`config.mk`:
```
export PLATFORM = sky130hd
export DESIGN_NAME = aifr_router
export DESIGN_NICKNAME = d
export VERILOG_FILES = /design/src/shared/aifr_pkg.sv /design/src/hdl/aifr_scale.sv /design/src/hdl/aifr_router.sv
export SDC_FILE = /design/constraint.sdc
export NUM_CORES = 2
export LEC_CHECK = 0
export ABC_AREA = 1
export BUFFER_PORTS_ARGS = -buffer_cell sky130_fd_sc_hd__buf_2
export CORE_MARGIN = 2
export CORE_UTILIZATION = 40
export DETAILED_ROUTE_END_ITERATION = 10
export PLACE_DENSITY = 0.67
export RECOVER_POWER = 100
export SYNTH_ARGS = -nofsm -noshare
export SYNTH_HDL_FRONTEND = slang
export SYNTH_SLANG_ARGS = --single-unit
```
`constraint.sdc`:
```
create_clock -name clk -period 66.4 [get_ports clk]
set_input_delay 13.28 -clock clk [delete_from_list [all_inputs] [get_ports clk]]
set_output_delay 13.28 -clock clk [all_outputs]
set_load 0.01 [all_outputs]
```
`src/shared/aifr_pkg.sv`:
```
// Constants, codes and helpers for the analog input function router
package aifr_pkg;
    // Converter samples: ten bits, 1024 steps
    localparam int ADC_W = 10;
    localparam int ADC_MAX = 32'h0000_03ff;
    // 4 mA on a 0..20 mA converter span is 1/5 of full scale
    localparam int CUR_ZERO = 32'h0000_00cd;
    localparam int CUR_SPAN = ADC_MAX - CUR_ZERO;
    // Levels in 0.1 percent steps, signed
    localparam int PCT_W = 16;
    localparam int PCT_FULL = 32'h0000_03e8;
    localparam int PCT_POS = 32'h0000_7fff;
    localparam int PCT_NEG = -32'sh0000_8000;
    localparam logic [PCT_W-1:0] GAIN_DEF = 16'h03e8;
    localparam logic [PCT_W-1:0] BIAS_DEF = 16'h0000;
    // Filter time constant in 0.01 s units, applied once per tick
    localparam int TC_W = 8;
    localparam logic [TC_W-1:0] TC_DEF = 8'h1e;
    localparam logic [TC_W-1:0] TC_MAX = 8'hc8;
    localparam int FRAC_W = 6;
    localparam int FILT_W = ADC_W + FRAC_W;
    // Clock and filter tick
    localparam int CLK_HZ = 25_000_000;
    localparam int TICK_MS = 10;
    localparam int TICK_CYCLES = CLK_HZ / 1000 * TICK_MS;
    // Second input function codes
    localparam logic [7:0] FN_BIAS = 8'h00;
    localparam logic [7:0] FN_AUX = 8'h02;
    localparam logic [7:0] FN_PI_FB = 8'h0b;
    localparam logic [7:0] FN_BIAS2 = 8'h0d;
    localparam logic [7:0] FN_MOTOR_TEMP = 8'h0e;
    localparam logic [7:0] FN_PI_DIFF = 8'h16;
    localparam logic [7:0] FN_NOT_USED = 8'h1f;
    // Signal level and master selects
    localparam logic [1:0] LVL_VOLT = 2'h0;
    localparam logic [1:0] LVL_CUR = 2'h2;
    localparam logic MSEL_SECOND = 1'h1;
    localparam logic [1:0] RESP_OFF = 2'h0;
    localparam int TH_DLY_W = 12;

    // Thermal detection state
    typedef enum logic [1:0] {
        AIFR_TH_NORMAL = 2'b00,
        AIFR_TH_PENDING = 2'b01,
        AIFR_TH_TRIPPED = 2'b10
    } aifr_th_state_t;

    // Saturate a wide sum into a level word
    function automatic logic signed [PCT_W-1:0] aifr_sat(input logic signed [31:0] v);
        logic signed [31:0] r;
        r = v;
        if (v > PCT_POS) r = PCT_POS;
        if (v < PCT_NEG) r = PCT_NEG;
        return r[PCT_W-1:0];
    endfunction
endpackage

```
`src/hdl/aifr_scale.sv`:
```
// Level conversion and gain/bias scaling of one filtered analog input
`timescale 1ns/1ps
`default_nettype none
module aifr_scale
    import aifr_pkg::*;
(
    input wire logic [ADC_W-1:0] sample,
    input wire logic current_span,
    input wire logic [PCT_W-1:0] gain,
    input wire logic signed [PCT_W-1:0] bias,
    output logic signed [PCT_W-1:0] level_pct,
    output logic signed [PCT_W-1:0] scaled_pct
);
    logic signed [31:0] smp;
    logic signed [31:0] lvl;
    logic signed [31:0] prod;

    // Percent of full scale; below 4 mA reads as zero rather than negative
    always_comb begin
        smp = signed'({22'h000000, sample});
        if (current_span) begin
            lvl = (smp - CUR_ZERO) * PCT_FULL / CUR_SPAN; // RL20
        end else begin
            lvl = smp * PCT_FULL / ADC_MAX; // RL4
        end
        if (lvl < 0) begin
            lvl = 0;
        end
        level_pct = lvl[PCT_W-1:0];
        // Gain then bias, saturating instead of wrapping
        prod = lvl * signed'({16'h0000, gain}) / PCT_FULL + 32'(bias); // RL8 RL22
        scaled_pct = aifr_sat(prod);
    end
endmodule
`default_nettype wire

```
`src/hdl/aifr_router.sv`:
```
// Filter, scaling and function routing of the two analog inputs
// Functional notes
// RL1: Frequency bias adds second level to first
// RL2: First gain/bias applied before adding second
// RL3: Parameter bias and frequency bias sum
// RL4: Monitors show levels in percent full scale
// RL5: Aux with master select one uses second
// RL6: Aux and multi-step ref closed use second
// RL7: PI feedback function routes second as feedback
// RL8: Second input has own gain and bias
// RL9: Frequency bias 2 acts as frequency bias
// RL10: Motor temperature compares alarm/fault with delay
// RL11: PI differential uses first as other feedback
// RL12: Setpoint sign sets second below/above first
// RL13: Differential mode: first on PI, second on two
// RL14: PI feedback monitor shows feedback level
// RL15: Not used ignores second input
// RL16: Shared first-order filter, 0..2.00 s constant
// RL17: Terminal source: master select picks input
// RL18: Not aux: first input always master
// RL19: Samples are ten-bit, 1024 steps
// RL20: Second input voltage or current span
// RL21: Speed command clamped to 0..max frequency
// RL22: Fixed point 0.1 percent, saturating sums
`timescale 1ns/1ps
`default_nettype none
module aifr_router
    import aifr_pkg::*;
#(
    parameter int TICK_CYCLES_P = TICK_CYCLES
)(
    input wire logic clk,
    input wire logic reset_n,
    input wire logic ce,
    input wire logic [ADC_W-1:0] first_analog_input,
    input wire logic [ADC_W-1:0] second_analog_input,
    input wire logic [7:0] second_input_function_select,
    input wire logic master_reference_select,
    input wire logic terminal_speed_source,
    input wire logic multi_step_ref1_closed,
    input wire logic [1:0] second_input_signal_level,
    input wire logic [PCT_W-1:0] first_input_gain,
    input wire logic signed [PCT_W-1:0] first_input_bias,
    input wire logic [PCT_W-1:0] second_input_gain,
    input wire logic signed [PCT_W-1:0] second_input_bias,
    input wire logic [TC_W-1:0] input_filter_time_constant,
    input wire logic signed [PCT_W-1:0] max_frequency_pct,
    input wire logic signed [PCT_W-1:0] pi_differential_setpoint,
    input wire logic signed [PCT_W-1:0] thermal_alarm_level,
    input wire logic signed [PCT_W-1:0] thermal_fault_level,
    input wire logic [1:0] thermal_alarm_response,
    input wire logic [1:0] thermal_fault_response,
    input wire logic [TH_DLY_W-1:0] thermal_sense_delay,
    output logic signed [PCT_W-1:0] speed_command,
    output logic speed_from_second,
    output logic signed [PCT_W-1:0] first_input_level_monitor,
    output logic signed [PCT_W-1:0] second_input_level_monitor,
    output logic signed [PCT_W-1:0] pi_feedback_monitor,
    output logic signed [PCT_W-1:0] pi_feedback_two_monitor,
    output logic pi_feedback_valid,
    output logic signed [PCT_W-1:0] pi_differential_error,
    output logic [1:0] thermal_alarm,
    output logic [1:0] thermal_fault
);
    localparam int TCW = (TICK_CYCLES_P > 2) ? $clog2(TICK_CYCLES_P) : 1;
    localparam logic [TCW-1:0] TICK_LAST = TCW'(TICK_CYCLES_P - 1);

    logic [TCW-1:0] tick_q, tick_d;
    logic tick;
    logic [FILT_W-1:0] filt_q [2];
    logic [FILT_W-1:0] filt_d [2];
    logic [ADC_W-1:0] raw [2];
    logic signed [PCT_W-1:0] lvl [2];
    logic signed [PCT_W-1:0] scl [2];
    logic [TC_W-1:0] tc;
    logic is_bias, is_aux, is_pi_fb, is_diff, is_temp, use_second;
    logic signed [31:0] cmd_raw;
    logic signed [PCT_W-1:0] cmd_clamped;
    logic signed [PCT_W-1:0] speed_d, mon1_d, mon2_d, pifb_d, pifb2_d, perr_d;
    logic sfs_d, pival_d;

    assign raw[0] = first_analog_input;
    assign raw[1] = second_analog_input;

    // Filter tick divider; long count so a bench can shorten it
    always_comb begin
        tick = (tick_q == TICK_LAST);
        tick_d = tick ? '0 : tick_q + 1'b1;
    end

    always_ff @(posedge clk) begin
        if (!reset_n) begin
            tick_q <= '0;
        end else if (ce) begin
            tick_q <= tick_d;
        end
    end

    // First-order lag: y += (x - y) * T / (tau + T), T being one tick
    always_comb begin
        logic signed [FILT_W+1:0] diff;
        diff = '0;
        tc = (input_filter_time_constant > TC_MAX) ? TC_MAX : input_filter_time_constant;
        for (int i = 0; i < 2; i++) begin
            diff = signed'({2'b00, raw[i], FRAC_W'(0)}) - signed'({2'b00, filt_q[i]});
            filt_d[i] = filt_q[i];
            if (tick) begin
                filt_d[i] = FILT_W'(signed'({2'b00, filt_q[i]})
                    + diff / signed'({2'b00, 8'(tc) + 8'h01})); // RL16
            end
        end
    end

    always_ff @(posedge clk) begin
        if (!reset_n) begin
            filt_q[0] <= '0;
            filt_q[1] <= '0;
        end else if (ce) begin
            filt_q[0] <= filt_d[0];
            filt_q[1] <= filt_d[1];
        end
    end

    // First input is a voltage span; second follows its level select
    aifr_scale u_scale_first (
        .sample(filt_q[0][FILT_W-1:FRAC_W]), // RL19
        .current_span(1'b0),
        .gain(first_input_gain),
        .bias(first_input_bias),
        .level_pct(lvl[0]),
        .scaled_pct(scl[0])
    );

    aifr_scale u_scale_second (
        .sample(filt_q[1][FILT_W-1:FRAC_W]),
        .current_span(second_input_signal_level == LVL_CUR), // RL20
        .gain(second_input_gain),
        .bias(second_input_bias),
        .level_pct(lvl[1]),
        .scaled_pct(scl[1])
    );

    // Function decode and speed command selection
    always_comb begin
        is_bias = (second_input_function_select == FN_BIAS)
            || (second_input_function_select == FN_BIAS2); // RL9
        is_aux = (second_input_function_select == FN_AUX);
        is_pi_fb = (second_input_function_select == FN_PI_FB);
        is_diff = (second_input_function_select == FN_PI_DIFF);
        is_temp = (second_input_function_select == FN_MOTOR_TEMP);
        // Second input only wins as a configured aux reference
        use_second = is_aux && ((terminal_speed_source
            && master_reference_select == MSEL_SECOND) // RL5 RL17
            || multi_step_ref1_closed); // RL6 RL18
        if (use_second) begin
            cmd_raw = 32'(scl[1]);
        end else if (is_bias) begin
            cmd_raw = 32'(scl[0]) + 32'(scl[1]); // RL1 RL2 RL3
        end else begin
            cmd_raw = 32'(scl[0]); // RL15
        end
        cmd_clamped = aifr_sat(cmd_raw); // RL22
        if (cmd_clamped < 0) begin
            cmd_clamped = '0; // RL21
        end else if (cmd_clamped > max_frequency_pct) begin
            cmd_clamped = max_frequency_pct;
        end
        speed_d = cmd_clamped;
        sfs_d = use_second;
        mon1_d = lvl[0]; // RL4
        mon2_d = lvl[1];
        pival_d = is_pi_fb || is_diff;
        pifb_d = is_diff ? scl[0] : (is_pi_fb ? scl[1] : '0); // RL7 RL11 RL13 RL14
        pifb2_d = is_diff ? scl[1] : '0;
        // Error positive when second sits below first plus setpoint
        perr_d = is_diff ? aifr_sat(32'(pi_differential_setpoint)
            - (32'(scl[1]) - 32'(scl[0]))) : '0; // RL12
    end

    always_ff @(posedge clk) begin
        if (!reset_n) begin
            speed_command <= '0;
            speed_from_second <= 1'b0;
            first_input_level_monitor <= '0;
            second_input_level_monitor <= '0;
            pi_feedback_monitor <= '0;
            pi_feedback_two_monitor <= '0;
            pi_feedback_valid <= 1'b0;
            pi_differential_error <= '0;
        end else if (ce) begin
            speed_command <= speed_d;
            speed_from_second <= sfs_d;
            first_input_level_monitor <= mon1_d;
            second_input_level_monitor <= mon2_d;
            pi_feedback_monitor <= pifb_d;
            pi_feedback_two_monitor <= pifb2_d;
            pi_feedback_valid <= pival_d;
            pi_differential_error <= perr_d;
        end
    end

    // Thermal detection: index 0 alarm, 1 fault; outputs carry response code
    aifr_th_state_t th_q [2];
    aifr_th_state_t th_d [2];
    logic [TH_DLY_W-1:0] thc_q [2];
    logic [TH_DLY_W-1:0] thc_d [2];
    logic hot [2];
    logic [1:0] resp [2];
    logic [1:0] tho_d [2];

    assign resp[0] = thermal_alarm_response;
    assign resp[1] = thermal_fault_response;

    always_comb begin
        for (int t = 0; t < 2; t++) begin
            hot[t] = is_temp && resp[t] != RESP_OFF
                && scl[1] >= (t == 0 ? thermal_alarm_level : thermal_fault_level); // RL10
            th_d[t] = th_q[t];
            thc_d[t] = thc_q[t];
            unique case (th_q[t])
                AIFR_TH_NORMAL: begin
                    thc_d[t] = '0;
                    if (hot[t]) th_d[t] = AIFR_TH_PENDING;
                end
                AIFR_TH_PENDING: begin
                    if (!hot[t]) begin
                        th_d[t] = AIFR_TH_NORMAL;
                    end else if (thc_q[t] >= thermal_sense_delay) begin
                        th_d[t] = AIFR_TH_TRIPPED; // RL10
                    end else if (tick) begin
                        thc_d[t] = thc_q[t] + 1'b1;
                    end
                end
                AIFR_TH_TRIPPED: begin
                    if (!hot[t]) th_d[t] = AIFR_TH_NORMAL;
                end
                default: th_d[t] = AIFR_TH_NORMAL;
            endcase
            tho_d[t] = (th_d[t] == AIFR_TH_TRIPPED) ? resp[t] : 2'h0;
        end
    end

    always_ff @(posedge clk) begin
        if (!reset_n) begin
            th_q[0] <= AIFR_TH_NORMAL;
            th_q[1] <= AIFR_TH_NORMAL;
            thc_q[0] <= '0;
            thc_q[1] <= '0;
            thermal_alarm <= 2'h0;
            thermal_fault <= 2'h0;
        end else if (ce) begin
            th_q[0] <= th_d[0];
            th_q[1] <= th_d[1];
            thc_q[0] <= thc_d[0];
            thc_q[1] <= thc_d[1];
            thermal_alarm <= tho_d[0];
            thermal_fault <= tho_d[1];
        end
    end

    logic bias_in_range;
    assign bias_in_range = (cmd_raw >= 0) && (cmd_raw <= 32'(max_frequency_pct));
endmodule
`default_nettype wire

```
==> flow_results.xml <==
<?xml version="1.0" encoding="UTF-8"?>
<metrics>
  <group name="sta">
    <metric name="fmax" unit="GHz">0.0168</metric>
    <metric name="setup_violations" unit="">0</metric>
    <metric name="rsz0062_at_grt" unit="">false</metric>
    <metric name="maxSlewHeadroom" unit="%">-146</metric>
    <metric name="fin_tns_setup" unit="ns">0</metric>
    <metric name="final-hold-violation-count" unit="">0</metric>
    <metric name="worst_clock_skew" unit="ns">0.0301</metric>
    <metric name="worst_slew_pin_slew" unit="ns">3.69</metric>
    <metric name="finalCritPeriodShare" unit="%">89.7</metric>
    <metric name="worst_hold_slack" unit="ns">0.455</metric>
    <metric name="final_period_demand_of_the_worst_path" unit="ns">59.59</metric>
    <metric name="finalMaxSlewViolations" unit="">287</metric>
  </group>
  <group name="yosys">
    <metric name="synth_seq_area_share" unit="%">5.75</metric>
    <metric name="synth.lib_cells_used.distinct" unit="">103</metric>
    <metric name="synthesis.area" unit="um2">71300</metric>
    <metric name="yosys_warnings" unit="">0</metric>
    <metric name="synth.avg_cell_area" unit="um2">6.72</metric>
    <metric name="syn-instance-count" unit="">10600</metric>
    <metric name="async_flop_share" unit="%">0</metric>
    <metric name="synth-seq-cells" unit="">175</metric>
    <metric name="postSynth.topFlopCell" unit="">sky130_fd_sc_hd__dfxtp_1</metric>
    <metric name="synth_enable_flop_cells" unit="">60</metric>
  </group>
  <group name="placed_design">
    <metric name="place.gp.congestion" unit="">0.982</metric>
    <metric name="placedCellCount" unit="">13200</metric>
    <metric name="detailedPlacementHpwl" unit="mm">162</metric>
    <metric name="io_buffer_count" unit="">284</metric>
  </group>
  <group name="global_routing">
    <metric name="grt.total_usage" unit="%">21.3</metric>
    <metric name="gr-usage-met3" unit="%">2.33</metric>
    <metric name="grt_util_met1" unit="%">28.0</metric>
    <metric name="grt_pass1_wl" unit="mm">318</metric>
    <metric name="grt_antenna_before_repair" unit="">16</metric>
    <metric name="globalRoute.busiestLayer" unit="">met2</metric>
    <metric name="grt.overflow.total" unit="">0</metric>
    <metric name="pin_count_of_the_biggest_net_entering_global_routing" unit="">76</metric>
    <metric name="met2_usage" unit="%">36.5</metric>
    <metric name="first_global_vias" unit="">62900</metric>
  </group>
  <group name="drt">
    <metric name="avgViaCountPerCell" unit="">4.93</metric>
    <metric name="routed_wirelength" unit="mm">192</metric>
    <metric name="drc" unit="">0</metric>
    <metric name="wl_per_cell" unit="um">14.5</metric>
    <metric name="routed-via-count" unit="">65100</metric>
    <metric name="drtPass1Iterations" unit="">5</metric>
    <metric name="dr.first_iter.drc_count" unit="">3788</metric>
    <metric name="post_route_antenna_net_violation_count" unit="">0</metric>
  </group>
  <group name="die">
    <metric name="floorplan.die.height" unit="um">426</metric>
    <metric name="initial_core_utilization" unit="%">40.1</metric>
    <metric name="die_w" unit="um">426</metric>
    <metric name="pin_count" unit="">290</metric>
    <metric name="rows" unit="">155</metric>
    <metric name="die-area" unit="um2">182000</metric>
    <metric name="core-area" unit="um2">178000</metric>
  </group>
  <group name="finish">
    <metric name="final_nets" unit="">12400</metric>
    <metric name="final_layout_size_suffix_gt1_share" unit="%">11.0</metric>
    <metric name="fin_cells" unit="">13200</metric>
    <metric name="post_route_core_utilization" unit="%">42.4</metric>
    <metric name="number_of_filler_cells_placed_in_the_layout" unit="">18800</metric>
    <metric name="syn_to_final_growth" unit="%">5.81</metric>
  </group>
  <group name="worst_setup_path">
    <metric name="slowest_cell_on_crit_path" unit="">sky130_fd_sc_hd__nor2_1</metric>
    <metric name="timing.reg2reg.worst_path_depth" unit="">331</metric>
    <metric name="start_kind" unit="">flip-flop</metric>
    <metric name="cp.arrival" unit="ns">60.06</metric>
    <metric name="cp_data_required_time" unit="ns">66.87</metric>
    <metric name="critical_path.max_fanout" unit="">42</metric>
    <metric name="startpoint" unit="">filt_q[0][23]</metric>
    <metric name="timing.critical_path.mode_cell" unit="">sky130_fd_sc_hd__nand2_1</metric>
    <metric name="critical-path-max-stage-delay" unit="ns">1.83</metric>
    <metric name="criticalPathCategory" unit="">flip-flop to flip-flop</metric>
    <metric name="r2r_end" unit="">speed_command[8]</metric>
    <metric name="reg2reg_slack" unit="ns">6.81</metric>
    <metric name="timing.rr.start" unit="">filt_q[0][23]</metric>
    <metric name="end_kind" unit="">flip-flop</metric>
  </group>
  <group name="clock_network">
    <metric name="clkTransAtPathRegs" unit="ns">0.09</metric>
    <metric name="cts_htree_levels" unit="">4</metric>
    <metric name="cts_post_setup_buffers_inserted" unit="">0</metric>
    <metric name="cts-buffers-inserted" unit="">17</metric>
    <metric name="insertion_delay" unit="ns">0.54</metric>
    <metric name="tritoncts" unit="">yes</metric>
    <metric name="clock_tree.buffer_depth" unit="">2</metric>
    <metric name="clockRootBuffer" unit="">sky130_fd_sc_hd__clkbuf_16</metric>
    <metric name="cts_sink_count" unit="">175</metric>
    <metric name="cts_hold_buf" unit="">0</metric>
    <metric name="ctsResizeCount" unit="">0</metric>
  </group>
  <group name="hold_path">
    <metric name="worstHoldStart" unit="">pi_feedback_monitor[12]</metric>
    <metric name="hold-path-endpoint" unit="">pi_feedback_monitor[12]</metric>
    <metric name="min_path_cells" unit="">2</metric>
    <metric name="hp-class" unit="">flip-flop to flip-flop</metric>
  </group>
  <group name="outcome">
    <metric name="run_status" unit="">complete, but fails checks</metric>
    <metric name="violations" unit="">capacitance limit, slew limit</metric>
  </group>
  <group name="job">
    <metric name="cap_violations" unit="">7</metric>
  </group>
</metrics>
==> critical path, delay by kind of cell, from the launching register on <==
kind | cells | cell delay (ns)
AOI/OAI and AO/OA | 68 | 13.57
and+or+nand+nor | 195 | 29.58
xor gates and xnor gates | 6 | 1.45
DFF | 1 | 0.65
adders and majority gates | 19 | 7.00
buffers and inverters | 43 | 7.08
==> worst max-delay path by stage <==
stage,end,slack (ns),cells past startpoint
floorplan,filt_q[0][15],11.27,279
global placement,filt_q[0][15],8.16,276
detailed placement,filt_q[0][15],7.94,275
CTS,filt_q[0][15],8.36,275
global route,speed_command[11],1.05,327
finish,speed_command[8],6.81,331
==> cells in the mapped netlist, types with 10 or more instances <==
cell | number | area, um2
sky130_fd_sc_hd__nand2_8 | 15 | 300
sky130_fd_sc_hd__nand2_4 | 162 | 1820
sky130_fd_sc_hd__nor4_1 | 44 | 275
sky130_fd_sc_hd__fa_1 | 544 | 10900
sky130_fd_sc_hd__inv_1 | 2041 | 7660
sky130_fd_sc_hd__or2_2 | 55 | 344
sky130_fd_sc_hd__and2_1 | 13 | 81.3
sky130_fd_sc_hd__o21ai_1 | 45 | 225
sky130_fd_sc_hd__a211oi_1 | 14 | 105
sky130_fd_sc_hd__edfxtp_1 | 60 | 1800
sky130_fd_sc_hd__nand4_1 | 121 | 757
sky130_fd_sc_hd__xor2_1 | 472 | 4130
sky130_fd_sc_hd__nand2_1 | 2102 | 7890
sky130_fd_sc_hd__nand3_4 | 17 | 298
sky130_fd_sc_hd__a21oi_2 | 10 | 87.6
sky130_fd_sc_hd__a31oi_1 | 30 | 188
sky130_fd_sc_hd__buf_1 | 11 | 41.3
sky130_fd_sc_hd__o21bai_1 | 77 | 578
sky130_fd_sc_hd__nor2_4 | 44 | 495
sky130_fd_sc_hd__nor3_1 | 116 | 581
sky130_fd_sc_hd__dfxtp_1 | 115 | 2300
sky130_fd_sc_hd__o211ai_1 | 23 | 173
sky130_fd_sc_hd__nor2_1 | 1005 | 3770
sky130_fd_sc_hd__clkbuf_1 | 96 | 360
sky130_fd_sc_hd__o21ai_2 | 35 | 307
sky130_fd_sc_hd__o21a_1 | 22 | 165
sky130_fd_sc_hd__inv_2 | 94 | 353
sky130_fd_sc_hd__ha_1 | 798 | 9980
sky130_fd_sc_hd__clkinv_1 | 36 | 135
sky130_fd_sc_hd__a21o_1 | 72 | 541
sky130_fd_sc_hd__o31ai_1 | 27 | 203
sky130_fd_sc_hd__clkbuf_8 | 20 | 275
sky130_fd_sc_hd__xnor2_1 | 199 | 1740
sky130_fd_sc_hd__nand3b_1 | 23 | 173
sky130_fd_sc_hd__o22ai_1 | 12 | 75.1
sky130_fd_sc_hd__nor2_2 | 74 | 463
sky130_fd_sc_hd__a21oi_1 | 478 | 2390
sky130_fd_sc_hd__nand2_2 | 291 | 1820
sky130_fd_sc_hd__nand3_2 | 76 | 761
sky130_fd_sc_hd__nand3_1 | 466 | 2330
sky130_fd_sc_hd__o21ai_0 | 462 | 2310
sky130_fd_sc_hd__buf_4 | 10 | 75.1
==> cell usage in the layout (no fill, tap or decap), drive strengths merged, types with 115 or more instances in the layout <==
cell type / n
nor3: 122
inv: 2159
nand2: 2570
nand4: 130
buf: 210
a21oi: 492
xor2: 474
clkbuf: 135
ha: 798
nand3: 559
o21ai: 545
nor2: 1128
dfxtp: 115
xnor2: 199
fa: 544
==> final cells by class <==
| cell class | instances | area [um2] | area share (%) |
|---|---|---|---|
| multi-input combinational | 8116 | 57800 | 76.6 |
| tap | 2355 | 2950 | 3.90 |
| clock buffer | 17 | 425 | 0.564 |
| antenna | 7 | 17.5 | 0.0232 |
| inverter | 2203 | 8430 | 11.2 |
| clock inverter | 15 | 168 | 0.222 |
| timing repair buffer | 328 | 1560 | 2.06 |
| sequential | 175 | 4100 | 5.44 |
==> registers in the layout (all words and copies together), names as in the netlist, 16 cells and up <==
name and count:
pi_feedback_monitor 16, pi_differential_error 16, thc_q 24, speed_command 16
filt_q 32, pi_feedback_two_monitor 16, tick_q 18, second_input_level_monitor 16
==> cells by family after synthesis <==
family | after synthesis | synth area share (%)
xor gates and xnor gates | 674 | 8.32
DFF | 175 | 5.75
buffers and inverters | 2363 | 13.3
muxes | 4 | 0.0561
adders and majority gates | 1342 | 29.3
and+or+nand+nor | 4674 | 31.8
other | 2 | 0.0105
AOI/OAI and AO/OA | 1383 | 11.4
==> stage by stage <==
| stage | worst slack [ns] | area [um2] |
|---|---|---|
| after detailed placement | 7.94 | 75200 |
| after global placement | 8.16 | 75200 |
| final | 6.81 | 75500 |
| after global routing | 1.05 | 75500 |
| after CTS | 8.36 | 75800 |
| after floorplan | 11.27 | 71500 |
==> per-layer routing <==
metal / wire, um / part of all wire [%]
met5: 58 / 0.030
met4: 5390 / 2.8
met3: 9710 / 5.1
met2: 88500 / 46
met1: 88000 / 46
Power is left out: the tool's default activity adds up to more than one toggle a clock period on the data nets, which glitch-free logic cannot reach.
